**src/common/serial_hs_map.svh**
```systemverilog
// Register offsets, field positions, reset values and limits of the serial helper.
`ifndef SERIAL_HS_MAP_SVH
`define SERIAL_HS_MAP_SVH

// ----------------------------------------------------------------------------
// Register byte addresses
// ----------------------------------------------------------------------------
`define SH_ADDR_CTRL     12'h000
`define SH_ADDR_REQCNT   12'h004
`define SH_ADDR_MOVED    12'h008
`define SH_ADDR_MASKS    12'h00C
`define SH_ADDR_FLAGS    12'h010
`define SH_ADDR_ERRCODE  12'h014
`define SH_ADDR_IRQSTAT  12'h018
`define SH_ADDR_IRQCLR   12'h01C
`define SH_ADDR_IRQEN    12'h020
`define SH_ADDR_DEST     12'h100

// ----------------------------------------------------------------------------
// Field positions
// ----------------------------------------------------------------------------
`define SH_CTRL_RUNG     0
`define SH_CTRL_OPSEL    1
`define SH_CTRL_CHAN_LO  8
`define SH_CTRL_CHAN_HI  15
`define SH_MASK_RTS      1
`define SH_SETMASK_LO    16
`define SH_FLAG_ARMED    0
`define SH_FLAG_WAIT     1
`define SH_FLAG_ACTIVE   2
`define SH_FLAG_DONE     3
`define SH_FLAG_FAULT    4
`define SH_EVT_FETCH     0
`define SH_EVT_LINE      1
`define SH_EVT_FAULT     2

// ----------------------------------------------------------------------------
// Values and limits
// ----------------------------------------------------------------------------
`define SH_PORT_A        8'h00
`define SH_PORT_B        8'h02
`define SH_MAX_CHARS     7'h52
`define SH_ERR_CHANNEL   16'h0001
`define SH_ERR_BUSY      16'h0002
`define SH_RESP_OKAY     2'h0
`define SH_RESP_SLVERR   2'h2
`define SH_RTS_RESET     1'h0

`endif

```
**src/common/serial_hs_pkg.sv**
```systemverilog
// Types shared by the serial helper design files.
`default_nettype none
package serial_hs_pkg;
    // Character-fetch sequencing states.
    typedef enum logic [1:0] {FETCH_IDLE, FETCH_QUEUED, FETCH_RUN} fetch_state_t;
    typedef logic [15:0] word16_t;
    typedef logic [6:0]  char_count_t;
    typedef logic [7:0]  char_t;
endpackage
`default_nettype wire

```
**src/hw/rts_line_ctrl.sv**
```systemverilog
// Request-to-send line driver for one serial channel.
`timescale 1ns/1ps
`default_nettype none
`include "serial_hs_map.svh"
module rts_line_ctrl (
    // Clock and reset.
    input  wire logic clk_sys,
    input  wire logic rst,
    // Line-control command.
    input  wire logic exec,
    input  wire logic clrBit,
    input  wire logic setBit,
    // Modem line.
    output logic      rts
);
    // ------------------------------------------------------------------------
    // Line register
    // ------------------------------------------------------------------------
    // Clear applies first and set second, so both together leave it asserted.
    always_ff @(posedge clk_sys) begin
        if (rst) begin
            rts <= `SH_RTS_RESET;
        end else if (exec) begin
            rts <= (rts & ~clrBit) | setBit;
        end
    end
endmodule // rts_line_ctrl
`default_nettype wire

```
**src/hw/irq_status.sv**
```systemverilog
// Sticky event status with write-one-to-clear, enable mask and one interrupt line.
`timescale 1ns/1ps
`default_nettype none
module irq_status #(
    parameter int N = 3
) (
    // Clock and reset.
    input  wire logic         clk_sys,
    input  wire logic         rst,
    // Events and software access.
    input  wire logic [N-1:0] evt,
    input  wire logic         clrWe,
    input  wire logic [N-1:0] clrData,
    input  wire logic         enWe,
    input  wire logic [N-1:0] enData,
    // State and interrupt.
    output logic      [N-1:0] status,
    output logic      [N-1:0] enable,
    output logic              irq
);
    // ------------------------------------------------------------------------
    // Sticky bits
    // ------------------------------------------------------------------------
    // A set in the same cycle as a clear wins, so no event is lost.
    always_ff @(posedge clk_sys) begin
        if (rst) begin
            status <= '0;
        end else begin
            status <= (status & ~(clrWe ? clrData : '0)) | evt;
        end
    end

    // Enable register written by software.
    always_ff @(posedge clk_sys) begin
        if (rst) begin
            enable <= '0;
        end else if (enWe) begin
            enable <= enData;
        end
    end

    // Interrupt output is registered from the next masked status, so it changes in the same cycle as the status.
    always_ff @(posedge clk_sys) begin
        if (rst) begin
            irq <= 1'b0;
        end else begin
            irq <= |(((status & ~(clrWe ? clrData : '0)) | evt) & (enWe ? enData : enable));
        end
    end
endmodule // irq_status
`default_nettype wire

```
**src/hw/serial_handshake_top.sv**
```systemverilog
// Serial helper: handshake line control and character fetch behind AXI4-Lite.
`timescale 1ns/1ps
`default_nettype none
`include "serial_hs_map.svh"

module serial_handshake_top #(
    parameter int NCH   = 2,
    parameter int AW    = 12,
    parameter int DEPTH = 82
) (
    // Clock and reset.
    input  wire logic                              clk_sys,
    input  wire logic                              rst,
    // AXI4-Lite write address and data.
    input  wire logic [AW-1:0]                     awaddr,
    input  wire logic                              awvalid,
    output logic                                   awready,
    input  wire logic [31:0]                       wdata,
    input  wire logic [3:0]                        wstrb,
    input  wire logic                              wvalid,
    output logic                                   wready,
    // AXI4-Lite write response.
    output logic [1:0]                             bresp,
    output logic                                   bvalid,
    input  wire logic                              bready,
    // AXI4-Lite read.
    input  wire logic [AW-1:0]                     araddr,
    input  wire logic                              arvalid,
    output logic                                   arready,
    output logic [31:0]                            rdata,
    output logic [1:0]                             rresp,
    output logic                                   rvalid,
    input  wire logic                              rready,
    // Modem handshake lines, slot 0 is port 0 and slot 1 is port 2.
    input  wire logic [NCH-1:0]                    ctsIn,
    output logic      [NCH-1:0]                    rtsOut,
    // Receive buffers, head character shown while level is nonzero.
    input  wire logic [NCH-1:0][7:0]               rxLevel,
    input  wire logic [NCH-1:0][7:0]               rxData,
    output logic      [NCH-1:0]                    rxPop,
    // Interrupt.
    output logic                                   irq
);
    import serial_hs_pkg::*;

    // ------------------------------------------------------------------------
    // Declarations
    // ------------------------------------------------------------------------
    logic [AW-1:0]          awAddr_r;
    logic                   awHeld_r;
    logic [31:0]            wData_r;
    logic [3:0]             wStrb_r;
    logic                   wHeld_r;
    logic                   doWrite;
    logic [31:0]            wMask;
    logic [31:0]            rdMux;
    logic                   rdHit;
    logic                   wrHit;
    logic                   scan;
    logic                   rungNew;
    logic                   opLine;
    logic [7:0]             chanNew;
    logic                   chanOk;
    logic                   slotNew;
    logic                   rising;
    logic                   busy;
    logic                   lineGo;
    logic                   fetchGo;
    logic                   fault;
    logic                   rungPrev_r;
    logic                   slot_r;
    logic                   linePend_r;
    word16_t                reqCount_r;
    word16_t                clrMask_r;
    word16_t                setMask_r;
    word16_t                moved_r;
    word16_t                errCode_r;
    logic [4:0]             flags_r;
    fetch_state_t           state_r;
    char_count_t            target_r;
    char_count_t            targetNxt;
    char_t                  destStr_r [DEPTH];
    logic [AW-1:0]          destIdx;
    logic [2:0]             evt;
    logic [2:0]             irqStat;
    logic [2:0]             irqEn;
    logic [NCH-1:0]         lineExec;

    // ------------------------------------------------------------------------
    // AXI4-Lite write channel
    // ------------------------------------------------------------------------
    // Address and data are taken in either order and held until both are in.
    always_ff @(posedge clk_sys) begin
        if (rst) begin
            awHeld_r <= 1'b0;
            awAddr_r <= '0;
            awready  <= 1'b0;
        end else begin
            awready <= !awHeld_r && !(awvalid && awready) && !doWrite && !bvalid;
            if (awvalid && awready) begin
                awHeld_r <= 1'b1;
                awAddr_r <= awaddr;
            end else if (doWrite) begin
                awHeld_r <= 1'b0;
            end
        end
    end

    // Write data holding register.
    always_ff @(posedge clk_sys) begin
        if (rst) begin
            wHeld_r <= 1'b0;
            wData_r <= '0;
            wStrb_r <= '0;
            wready  <= 1'b0;
        end else begin
            wready <= !wHeld_r && !(wvalid && wready) && !doWrite && !bvalid;
            if (wvalid && wready) begin
                wHeld_r <= 1'b1;
                wData_r <= wdata;
                wStrb_r <= wstrb;
            end else if (doWrite) begin
                wHeld_r <= 1'b0;
            end
        end
    end

    // The write lands one cycle after both halves are held.
    assign doWrite = awHeld_r && wHeld_r && !bvalid;
    assign wMask   = {{8{wStrb_r[3]}}, {8{wStrb_r[2]}}, {8{wStrb_r[1]}}, {8{wStrb_r[0]}}};

    // Write response, error for addresses outside the writable set.
    always_ff @(posedge clk_sys) begin
        if (rst) begin
            bvalid <= 1'b0;
            bresp  <= `SH_RESP_OKAY;
        end else if (doWrite) begin
            bvalid <= 1'b1;
            bresp  <= wrHit ? `SH_RESP_OKAY : `SH_RESP_SLVERR;
        end else if (bvalid && bready) begin
            bvalid <= 1'b0;
        end
    end

    // Writable addresses.
    always_comb begin
        case (awAddr_r)
            `SH_ADDR_CTRL, `SH_ADDR_REQCNT, `SH_ADDR_MASKS,
            `SH_ADDR_IRQCLR, `SH_ADDR_IRQEN: wrHit = 1'b1;
            default:                          wrHit = 1'b0;
        endcase
    end

    // ------------------------------------------------------------------------
    // Software registers
    // ------------------------------------------------------------------------
    // Request count and the two masks keep their value until rewritten.
    always_ff @(posedge clk_sys) begin
        if (rst) begin
            reqCount_r <= '0;
            clrMask_r  <= '0;
            setMask_r  <= '0;
        end else if (doWrite) begin
            if (awAddr_r == `SH_ADDR_REQCNT) begin
                reqCount_r <= (reqCount_r & ~wMask[15:0]) | (wData_r[15:0] & wMask[15:0]);
            end
            if (awAddr_r == `SH_ADDR_MASKS) begin
                clrMask_r <= (clrMask_r & ~wMask[15:0]) | (wData_r[15:0] & wMask[15:0]);
                setMask_r <= (setMask_r & ~wMask[31:16]) | (wData_r[31:16] & wMask[31:16]);
            end
        end
    end

    // ------------------------------------------------------------------------
    // Scan decode
    // ------------------------------------------------------------------------
    // Each control write with byte lanes 0 and 1 strobed is one scan of the operation with the given rung state.
    assign scan    = doWrite && (awAddr_r == `SH_ADDR_CTRL) && wStrb_r[0] && wStrb_r[1];
    assign rungNew = wData_r[`SH_CTRL_RUNG];
    assign opLine  = !wData_r[`SH_CTRL_OPSEL];
    assign chanNew = wData_r[`SH_CTRL_CHAN_HI:`SH_CTRL_CHAN_LO];
    assign chanOk  = (chanNew == `SH_PORT_A) || (chanNew == `SH_PORT_B);
    assign slotNew = (chanNew == `SH_PORT_B);
    assign rising  = rungNew && !rungPrev_r;
    assign busy    = (state_r != FETCH_IDLE) || linePend_r;
    assign lineGo  = scan && chanOk && opLine && !busy;
    assign fetchGo = scan && chanOk && !opLine && rising && !busy;
    assign fault   = scan && (!chanOk || (busy && opLine));

    // Clip the request: zero or above the limit both mean the limit.
    always_comb begin
        if (reqCount_r == '0 || reqCount_r > {9'h000, `SH_MAX_CHARS}) begin
            targetNxt = `SH_MAX_CHARS;
        end else begin
            targetNxt = reqCount_r[6:0];
        end
    end

    // Rung history and selected channel slot.
    always_ff @(posedge clk_sys) begin
        if (rst) begin
            rungPrev_r <= 1'b0;
            slot_r     <= 1'b0;
        end else if (scan) begin
            rungPrev_r <= rungNew;
            if ((lineGo || fetchGo)) begin
                slot_r <= slotNew;
            end
        end
    end

    // ------------------------------------------------------------------------
    // Handshake line drivers
    // ------------------------------------------------------------------------
    // One driver per channel, only the selected one executes.
    genvar gi;
    generate
        for (gi = 0; gi < NCH; gi++) begin : g_line
            assign lineExec[gi] = lineGo && (slotNew == 1'(gi));
            rts_line_ctrl u_rts (
                .clk_sys (clk_sys),
                .rst     (rst),
                .exec    (lineExec[gi]),
                .clrBit  (clrMask_r[`SH_MASK_RTS]),
                .setBit  (setMask_r[`SH_MASK_RTS]),
                .rts     (rtsOut[gi])
            );
        end
    endgenerate

    // ------------------------------------------------------------------------
    // Operation sequencing, flags and moved word
    // ------------------------------------------------------------------------
    // Line status is captured the cycle after the driver updates.
    always_ff @(posedge clk_sys) begin
        if (rst) begin
            state_r     <= FETCH_IDLE;
            flags_r     <= '0;
            moved_r     <= '0;
            target_r    <= '0;
            linePend_r  <= 1'b0;
            rxPop       <= '0;
        end else begin
            linePend_r <= lineGo;
            if (scan) begin
                // Armed only on a rung rise, dropped when the rung goes false.
                if (rising) begin
                    flags_r[`SH_FLAG_ARMED] <= 1'b1;
                end else if (!rungNew) begin
                    flags_r[`SH_FLAG_ARMED] <= 1'b0;
                end
            end
            if (lineGo || fetchGo) begin
                flags_r[`SH_FLAG_DONE] <= 1'b0;
            end
            if (linePend_r) begin
                moved_r <= {14'h0000, rtsOut[slot_r], ctsIn[slot_r]};
                flags_r[`SH_FLAG_DONE] <= 1'b1;
            end
            case (state_r)
                FETCH_IDLE: begin
                    if (fetchGo) begin
                        state_r                <= FETCH_QUEUED;
                        target_r               <= targetNxt;
                        moved_r                <= '0;
                        flags_r[`SH_FLAG_WAIT] <= 1'b1;
                    end
                end
                FETCH_QUEUED: begin
                    // Wait until the whole request sits in the buffer.
                    if (rxLevel[slot_r] >= {1'b0, target_r}) begin
                        state_r                  <= FETCH_RUN;
                        flags_r[`SH_FLAG_WAIT]   <= 1'b0;
                        flags_r[`SH_FLAG_ACTIVE] <= 1'b1;
                        rxPop[slot_r]            <= 1'b1;
                    end
                end
                FETCH_RUN: begin
                    // One character per cycle, count kept live.
                    moved_r <= moved_r + 16'h0001;
                    if (moved_r[6:0] + 7'h01 == target_r) begin
                        state_r                  <= FETCH_IDLE;
                        rxPop                    <= '0;
                        flags_r[`SH_FLAG_ACTIVE] <= 1'b0;
                        flags_r[`SH_FLAG_DONE]   <= 1'b1;
                    end
                end
                default: begin
                    state_r <= FETCH_IDLE;
                    rxPop   <= '0;
                end
            endcase
            if (fault) begin
                flags_r[`SH_FLAG_FAULT] <= 1'b1;
            end else if (lineGo || fetchGo) begin
                flags_r[`SH_FLAG_FAULT] <= 1'b0;
            end
        end
    end

    // Error code accompanies every fault.
    always_ff @(posedge clk_sys) begin
        if (rst) begin
            errCode_r <= '0;
        end else if (fault) begin
            errCode_r <= chanOk ? `SH_ERR_BUSY : `SH_ERR_CHANNEL;
        end else if (lineGo || fetchGo) begin
            errCode_r <= '0;
        end
    end

    // Destination string, written only while popping, index below the limit.
    always_ff @(posedge clk_sys) begin
        if (state_r == FETCH_RUN) begin
            destStr_r[moved_r[6:0]] <= rxData[slot_r];
        end
    end

    // ------------------------------------------------------------------------
    // Interrupts
    // ------------------------------------------------------------------------
    assign evt[`SH_EVT_FETCH] = (state_r == FETCH_RUN) && (moved_r[6:0] + 7'h01 == target_r);
    assign evt[`SH_EVT_LINE]  = linePend_r;
    assign evt[`SH_EVT_FAULT] = fault;

    irq_status #(
        .N (3)
    ) u_irq (
        .clk_sys (clk_sys),
        .rst     (rst),
        .evt     (evt),
        .clrWe   (doWrite && (awAddr_r == `SH_ADDR_IRQCLR) && wStrb_r[0]),
        .clrData (wData_r[2:0]),
        .enWe    (doWrite && (awAddr_r == `SH_ADDR_IRQEN) && wStrb_r[0]),
        .enData  (wData_r[2:0]),
        .status  (irqStat),
        .enable  (irqEn),
        .irq     (irq)
    );

    // ------------------------------------------------------------------------
    // AXI4-Lite read channel
    // ------------------------------------------------------------------------
    assign destIdx = (araddr - `SH_ADDR_DEST) >> 2;

    // Read decode, unmapped addresses read zero with an error response.
    always_comb begin
        rdHit = 1'b1;
        rdMux = '0;
        case (araddr)
            `SH_ADDR_CTRL:    rdMux = {16'h0000, 7'h00, slot_r, 6'h00, !linePend_r, rungPrev_r};
            `SH_ADDR_REQCNT:  rdMux = {16'h0000, reqCount_r};
            `SH_ADDR_MOVED:   rdMux = {16'h0000, moved_r};
            `SH_ADDR_MASKS:   rdMux = {setMask_r, clrMask_r};
            `SH_ADDR_FLAGS:   rdMux = {27'h0000000, flags_r};
            `SH_ADDR_ERRCODE: rdMux = {16'h0000, errCode_r};
            `SH_ADDR_IRQSTAT: rdMux = {29'h00000000, irqStat};
            `SH_ADDR_IRQEN:   rdMux = {29'h00000000, irqEn};
            default: begin
                if (araddr >= `SH_ADDR_DEST && destIdx < AW'(DEPTH) && araddr[1:0] == 2'h0) begin
                    rdMux = {24'h000000, destStr_r[destIdx[6:0]]};
                end else begin
                    rdHit = 1'b0;
                end
            end
        endcase
    end

    // One read at a time, answered the cycle after the address is taken.
    always_ff @(posedge clk_sys) begin
        if (rst) begin
            arready <= 1'b0;
            rvalid  <= 1'b0;
            rdata   <= '0;
            rresp   <= `SH_RESP_OKAY;
        end else begin
            arready <= !rvalid && !(arvalid && arready);
            if (arvalid && arready) begin
                rvalid <= 1'b1;
                rdata  <= rdMux;
                rresp  <= rdHit ? `SH_RESP_OKAY : `SH_RESP_SLVERR;
            end else if (rvalid && rready) begin
                rvalid <= 1'b0;
            end
        end
    end
endmodule // serial_handshake_top
`default_nettype wire

```
**config.mk**
```make
export PLATFORM = sky130hd
export DESIGN_NAME = serial_handshake_top
export DESIGN_NICKNAME = d
export VERILOG_FILES = /design/src/common/serial_hs_pkg.sv /design/src/hw/rts_line_ctrl.sv /design/src/hw/irq_status.sv /design/src/hw/serial_handshake_top.sv
export VERILOG_INCLUDE_DIRS = /design/src /design/src/common
export SDC_FILE = /design/constraint.sdc
export NUM_CORES = 1
export LEC_CHECK = 0
export BUFFER_PORTS_ARGS = -buffer_cell sky130_fd_sc_hd__buf_2
export CELL_PAD_IN_SITES_DETAIL_PLACEMENT = 0
export CELL_PAD_IN_SITES_GLOBAL_PLACEMENT = 2
export CORE_MARGIN = 2
export CORE_UTILIZATION = 39
export CTS_BUF_LIST = sky130_fd_sc_hd__clkbuf_4
export DETAILED_ROUTE_END_ITERATION = 8
export HOLD_SLACK_MARGIN = 0.06
export PLACE_DENSITY = 0.73
export SETUP_SLACK_MARGIN = 0.3
export SLEW_MARGIN = 20
export SYNTH_ARGS = -nofsm -noshare
export SYNTH_HDL_FRONTEND = slang
export SYNTH_HIERARCHICAL = 1
export SYNTH_SLANG_ARGS = --single-unit
```
**constraint.sdc**
```tcl
create_clock -name clk_sys -period 2.68 [get_ports clk_sys]
set_clock_uncertainty 0.15 [all_clocks]
set_input_delay 0.402 -clock clk_sys [delete_from_list [all_inputs] [get_ports clk_sys]]
set_output_delay 0.402 -clock clk_sys [all_outputs]
set_load 0.1 [all_outputs]
```
==> summary.txt <==
Worst setup path
  – CP Capture Point: moved_r[15]
  – Data required, critical path: 3500 ps
  – Flop2flop setup slack: 320 ps
  – Critical Path Stages: 7
  – CP top delay family: simple AND/OR/NAND/NOR gates
  – CP Launch Type: register
  – Crit path arrival time: 3190 ps
  – CP bufs+invs: 0
  – Worst-path maximum fanout: 8
  – Element type at the critical path end: register
  – CP max stage delay: 540 ps
  – R2R depth: 7
  – Worst-path cell chain: or4_4, nor2_4, nand4_4, nand2b_4, o31a_1, o21ai_1, a21oi_1
  – Worst Setup SP: awAddr_r[11]
  – Crit Path Class: register to register
  – Reg2Reg Capture Point: moved_r[15]
  – Slowest-stage cell, CP: or4_4
  – Reg2reg start: awAddr_r[11]

Routing
  – 1st-pass router iterations: 5
  – Routed WL per cell: 23.1 um
  – Drt drc: 0
  – First DRT Iteration DRCs: 1895
  – DR vias/cell: 5.28
  – DRT Wirelength: 100 mm
  – Via total after detailed routing: 22.9k
  – Final ANT Viol Nets: 0

STA
  – Finish-stage setup viols: 0
  – Setup TNS: 0 ps
  – Fin. Hold Viols: 0
  – Max-slew headroom: 0.292
  – Final Max Slew Viols: 0
  – Fin crit period: 2360 ps
  – Period utilization: 0.882
  – RSZ-0062 raised after global routing: yes
  – Least-Margin Pin Slew: 1060 ps
  – FMAX: 423 MHz

Final layout
  – Final Net Count: 3124
  – Synth-to-layout area growth: 26.5%
  – Ratio of cells with drive above 1 in the final layout: 0.299
  – Commonest non-fill, non-tap cell in the layout: edfxtp_1
  – Finished Cell Area: 42800 um2
  – Util after Layout: 0.496
  – Post-Layout Cell Count: 4332
  – Commonest cells after routing, fill and taps aside: edfxtp_1 (656), clkbuf_4 (307), nand2_1 (254)

Place
  – RD Place Congestion: 0.921
  – Port Buf Inserts: 144
  – Placed inst area: 37500 um2
  – # placed instances: 3749
  – Final HPWL DP: 64.6 mm

Power
  – Cell Int Power: 20.4 mW
  – Switch Pwr: 6.39 mW
  – PD cells: 625 nW/um2
  – Pleak: 15.0 nW
  – Seq pwr share: 0.527
  – Comb power frac: 0.066
  – Worst VDD drop: 0.396 mV
  – Sw Share: 0.239
  – Clock Power Share: 0.407

Die
  – Die W: 299 um
  – Die height: 299 um
  – FP Rows: 108
  – Area of the die: 89200 um2
  – Starting Density: 0.392
  – # IOs: 147
  – Core area: 86300 um2

Synthesis
  – Synth Instances: 2337
  – Warnings from Yosys: 6
  – Seq/Total Area, Yosys: 0.690
  – Synth async-reset ratio: 0
  – Mapped Area: 33900 um2
  – Syn_area_per_cell: 14.5 um2
  – EDFF count, synth: 656
  – Synth Register Bits: 839
  – Synth cell types: 77
  – Most frequently used flop master after synthesis: edfxtp_1

Outcome
  – Status: finished, final reports clean

Clocking
  – Worst-Skew Late Latency: 1100 ps
  – TritonCTS Buffers: 215
  – Clock transition at the registers of the reported paths: 60 ps
  – CTS tree: built
  – Max H-tree Level: 4
  – CTS Sinks: 839
  – CTS Root Buffer Type: clkbuf_4
  – Clock Tree Buf Depth: 3

Worst hold path
  – Hold WC Path Type: primary input to register

GRT
  – Vias in the first global route: 23.5k
  – Gr usage total: 0.224
  – First-pass GRT wire length: 148 mm
  – Largest net degree at the start of global routing: 89
  – Grt total ovfl: 0
  – Initial antenna violation count: 2

Job
  – Max cap viols: 0
-- stage by stage --
stage | setup slack (ps) | power (mW) | hold slack (ps)
after floorplan | 296 | 15.2 | 278
after detailed placement | -167 | 15.9 | 293
after CTS | 165 | 27.1 | 61.6
final | 315 | 26.8 | 94.0
after global routing | 230 | 27.9 | 70.2
after global placement | -114 | 15.9 | 282
-- how the worst min path moves through the flow --
stage / slack (ps) / endpoint / startpoint / cells past startpoint
6_report: 90 / rdata[6] / araddr[5] / 8
5_1_grt: 70 / rdata[6] / araddr[5] / 8
4_1_cts: 60 / rdata[7] / araddr[5] / 7
3_5_place_dp: 290 / register / register / 2
3_3_place_gp: 280 / arready / rvalid / 1
2_1_floorplan: 280 / register / register / 2
-- synth_stat cells, drive strengths merged (6+ instances only) --
cell	n	area (um2)
mux2	43	484
nand2b	6	45.0
mux2i	142	1420
nand4	10	68.8
nand3b	8	60.1
a31oi	11	68.8
a221oi	8	70.1
or2	9	56.3
and2	10	62.6
nand2	259	972
nand3	58	290
mux4	105	2360
nor4	16	130
dfxtp	183	3660
o22ai	25	156
nor3	26	140
clkbuf	76	285
inv	29	109
a211oi	10	75.1
a22oi	59	443
edfxtp	656	19700
or4	6	45.0
a21oi	167	843
buf	57	387
nor2b	10	62.6
and3	9	56.3
or3	6	37.5
nor2	215	810
ha	10	125
o21ai	31	159
-- cell type report --
class,instances,area [um2]
fill,7422,43500
sequential,839,23400
multi-input combinational,1336,9940
timing repair buffer,591,5200
clock buffer,306,2300
tap,1155,1450
clock inverter,74,448
inverter,30,113
antenna,1,2.50
-- sequential cells by signal, indices dropped and copies added (netlist names), 2 cells and up, named ones only --
name and flops:
awAddr_r 12, destStr_r 656, errCode_r 2, flags_r 5, g_line.u_rts/rts 2, moved_r 16, rdata 32, rxPop 2
state_r 2, target_r 7, u_irq/enable 3, u_irq/status 3, wData_r 32, wStrb_r 4
-- logic make-up (layout without fill, tap and decap cells) --
family                     Yosys count  after routing  synth area share
DFF                                839            839             0.690
and+or+nand+nor                    658            658            0.0863
AOI/OAI and AO/OA                  369            369            0.0690
muxes                              290            290             0.126
buffers and inverters              163           1001            0.0232
adders and majority gates           10             10           0.00369
xor gates and xnor gates             7              7           0.00181
other                                1              3          0.000111
-- tightest hold or removal path: stages --
cell and delay [ps]:
buf_2 180, or3_1 160, a21o_1 110, nand2_1 80
o2111ai_4 110, nor4_4 90, nand2_1 70, o32ai_1 80
-- power by group through the flow --
stage	Clock [mW]	Sequential [mW]	Combinational, mW
final	10.9	14.1	1.76
after CTS	11.2	14.1	1.75
after detailed placement	0	14.4	1.52
after global placement	0	14.4	1.50
after global routing	11.9	14.1	1.88
after floorplan	0	14.4	0.818
-- routing by layer --
metal,up-vias,global-route usage,share of wire
met3,170,0.0622,0.078
met5,-,0,0
li1,10416,-,-
met1,11411,0.290,0.42
met2,884,0.358,0.48
met4,0,0.0861,0.029
-- timing repair --
action / 4_1_cts / 5_1_grt
endpoints found under the hold margin: 294 / 3
hold buffers: 192 / 2
endpoints found under the setup margin: 118 / 116
setup buffers: 3 / 6
pin swaps: 11 / 17
resized for setup: 133 / 46
Power figures use the tool's default switching activity.
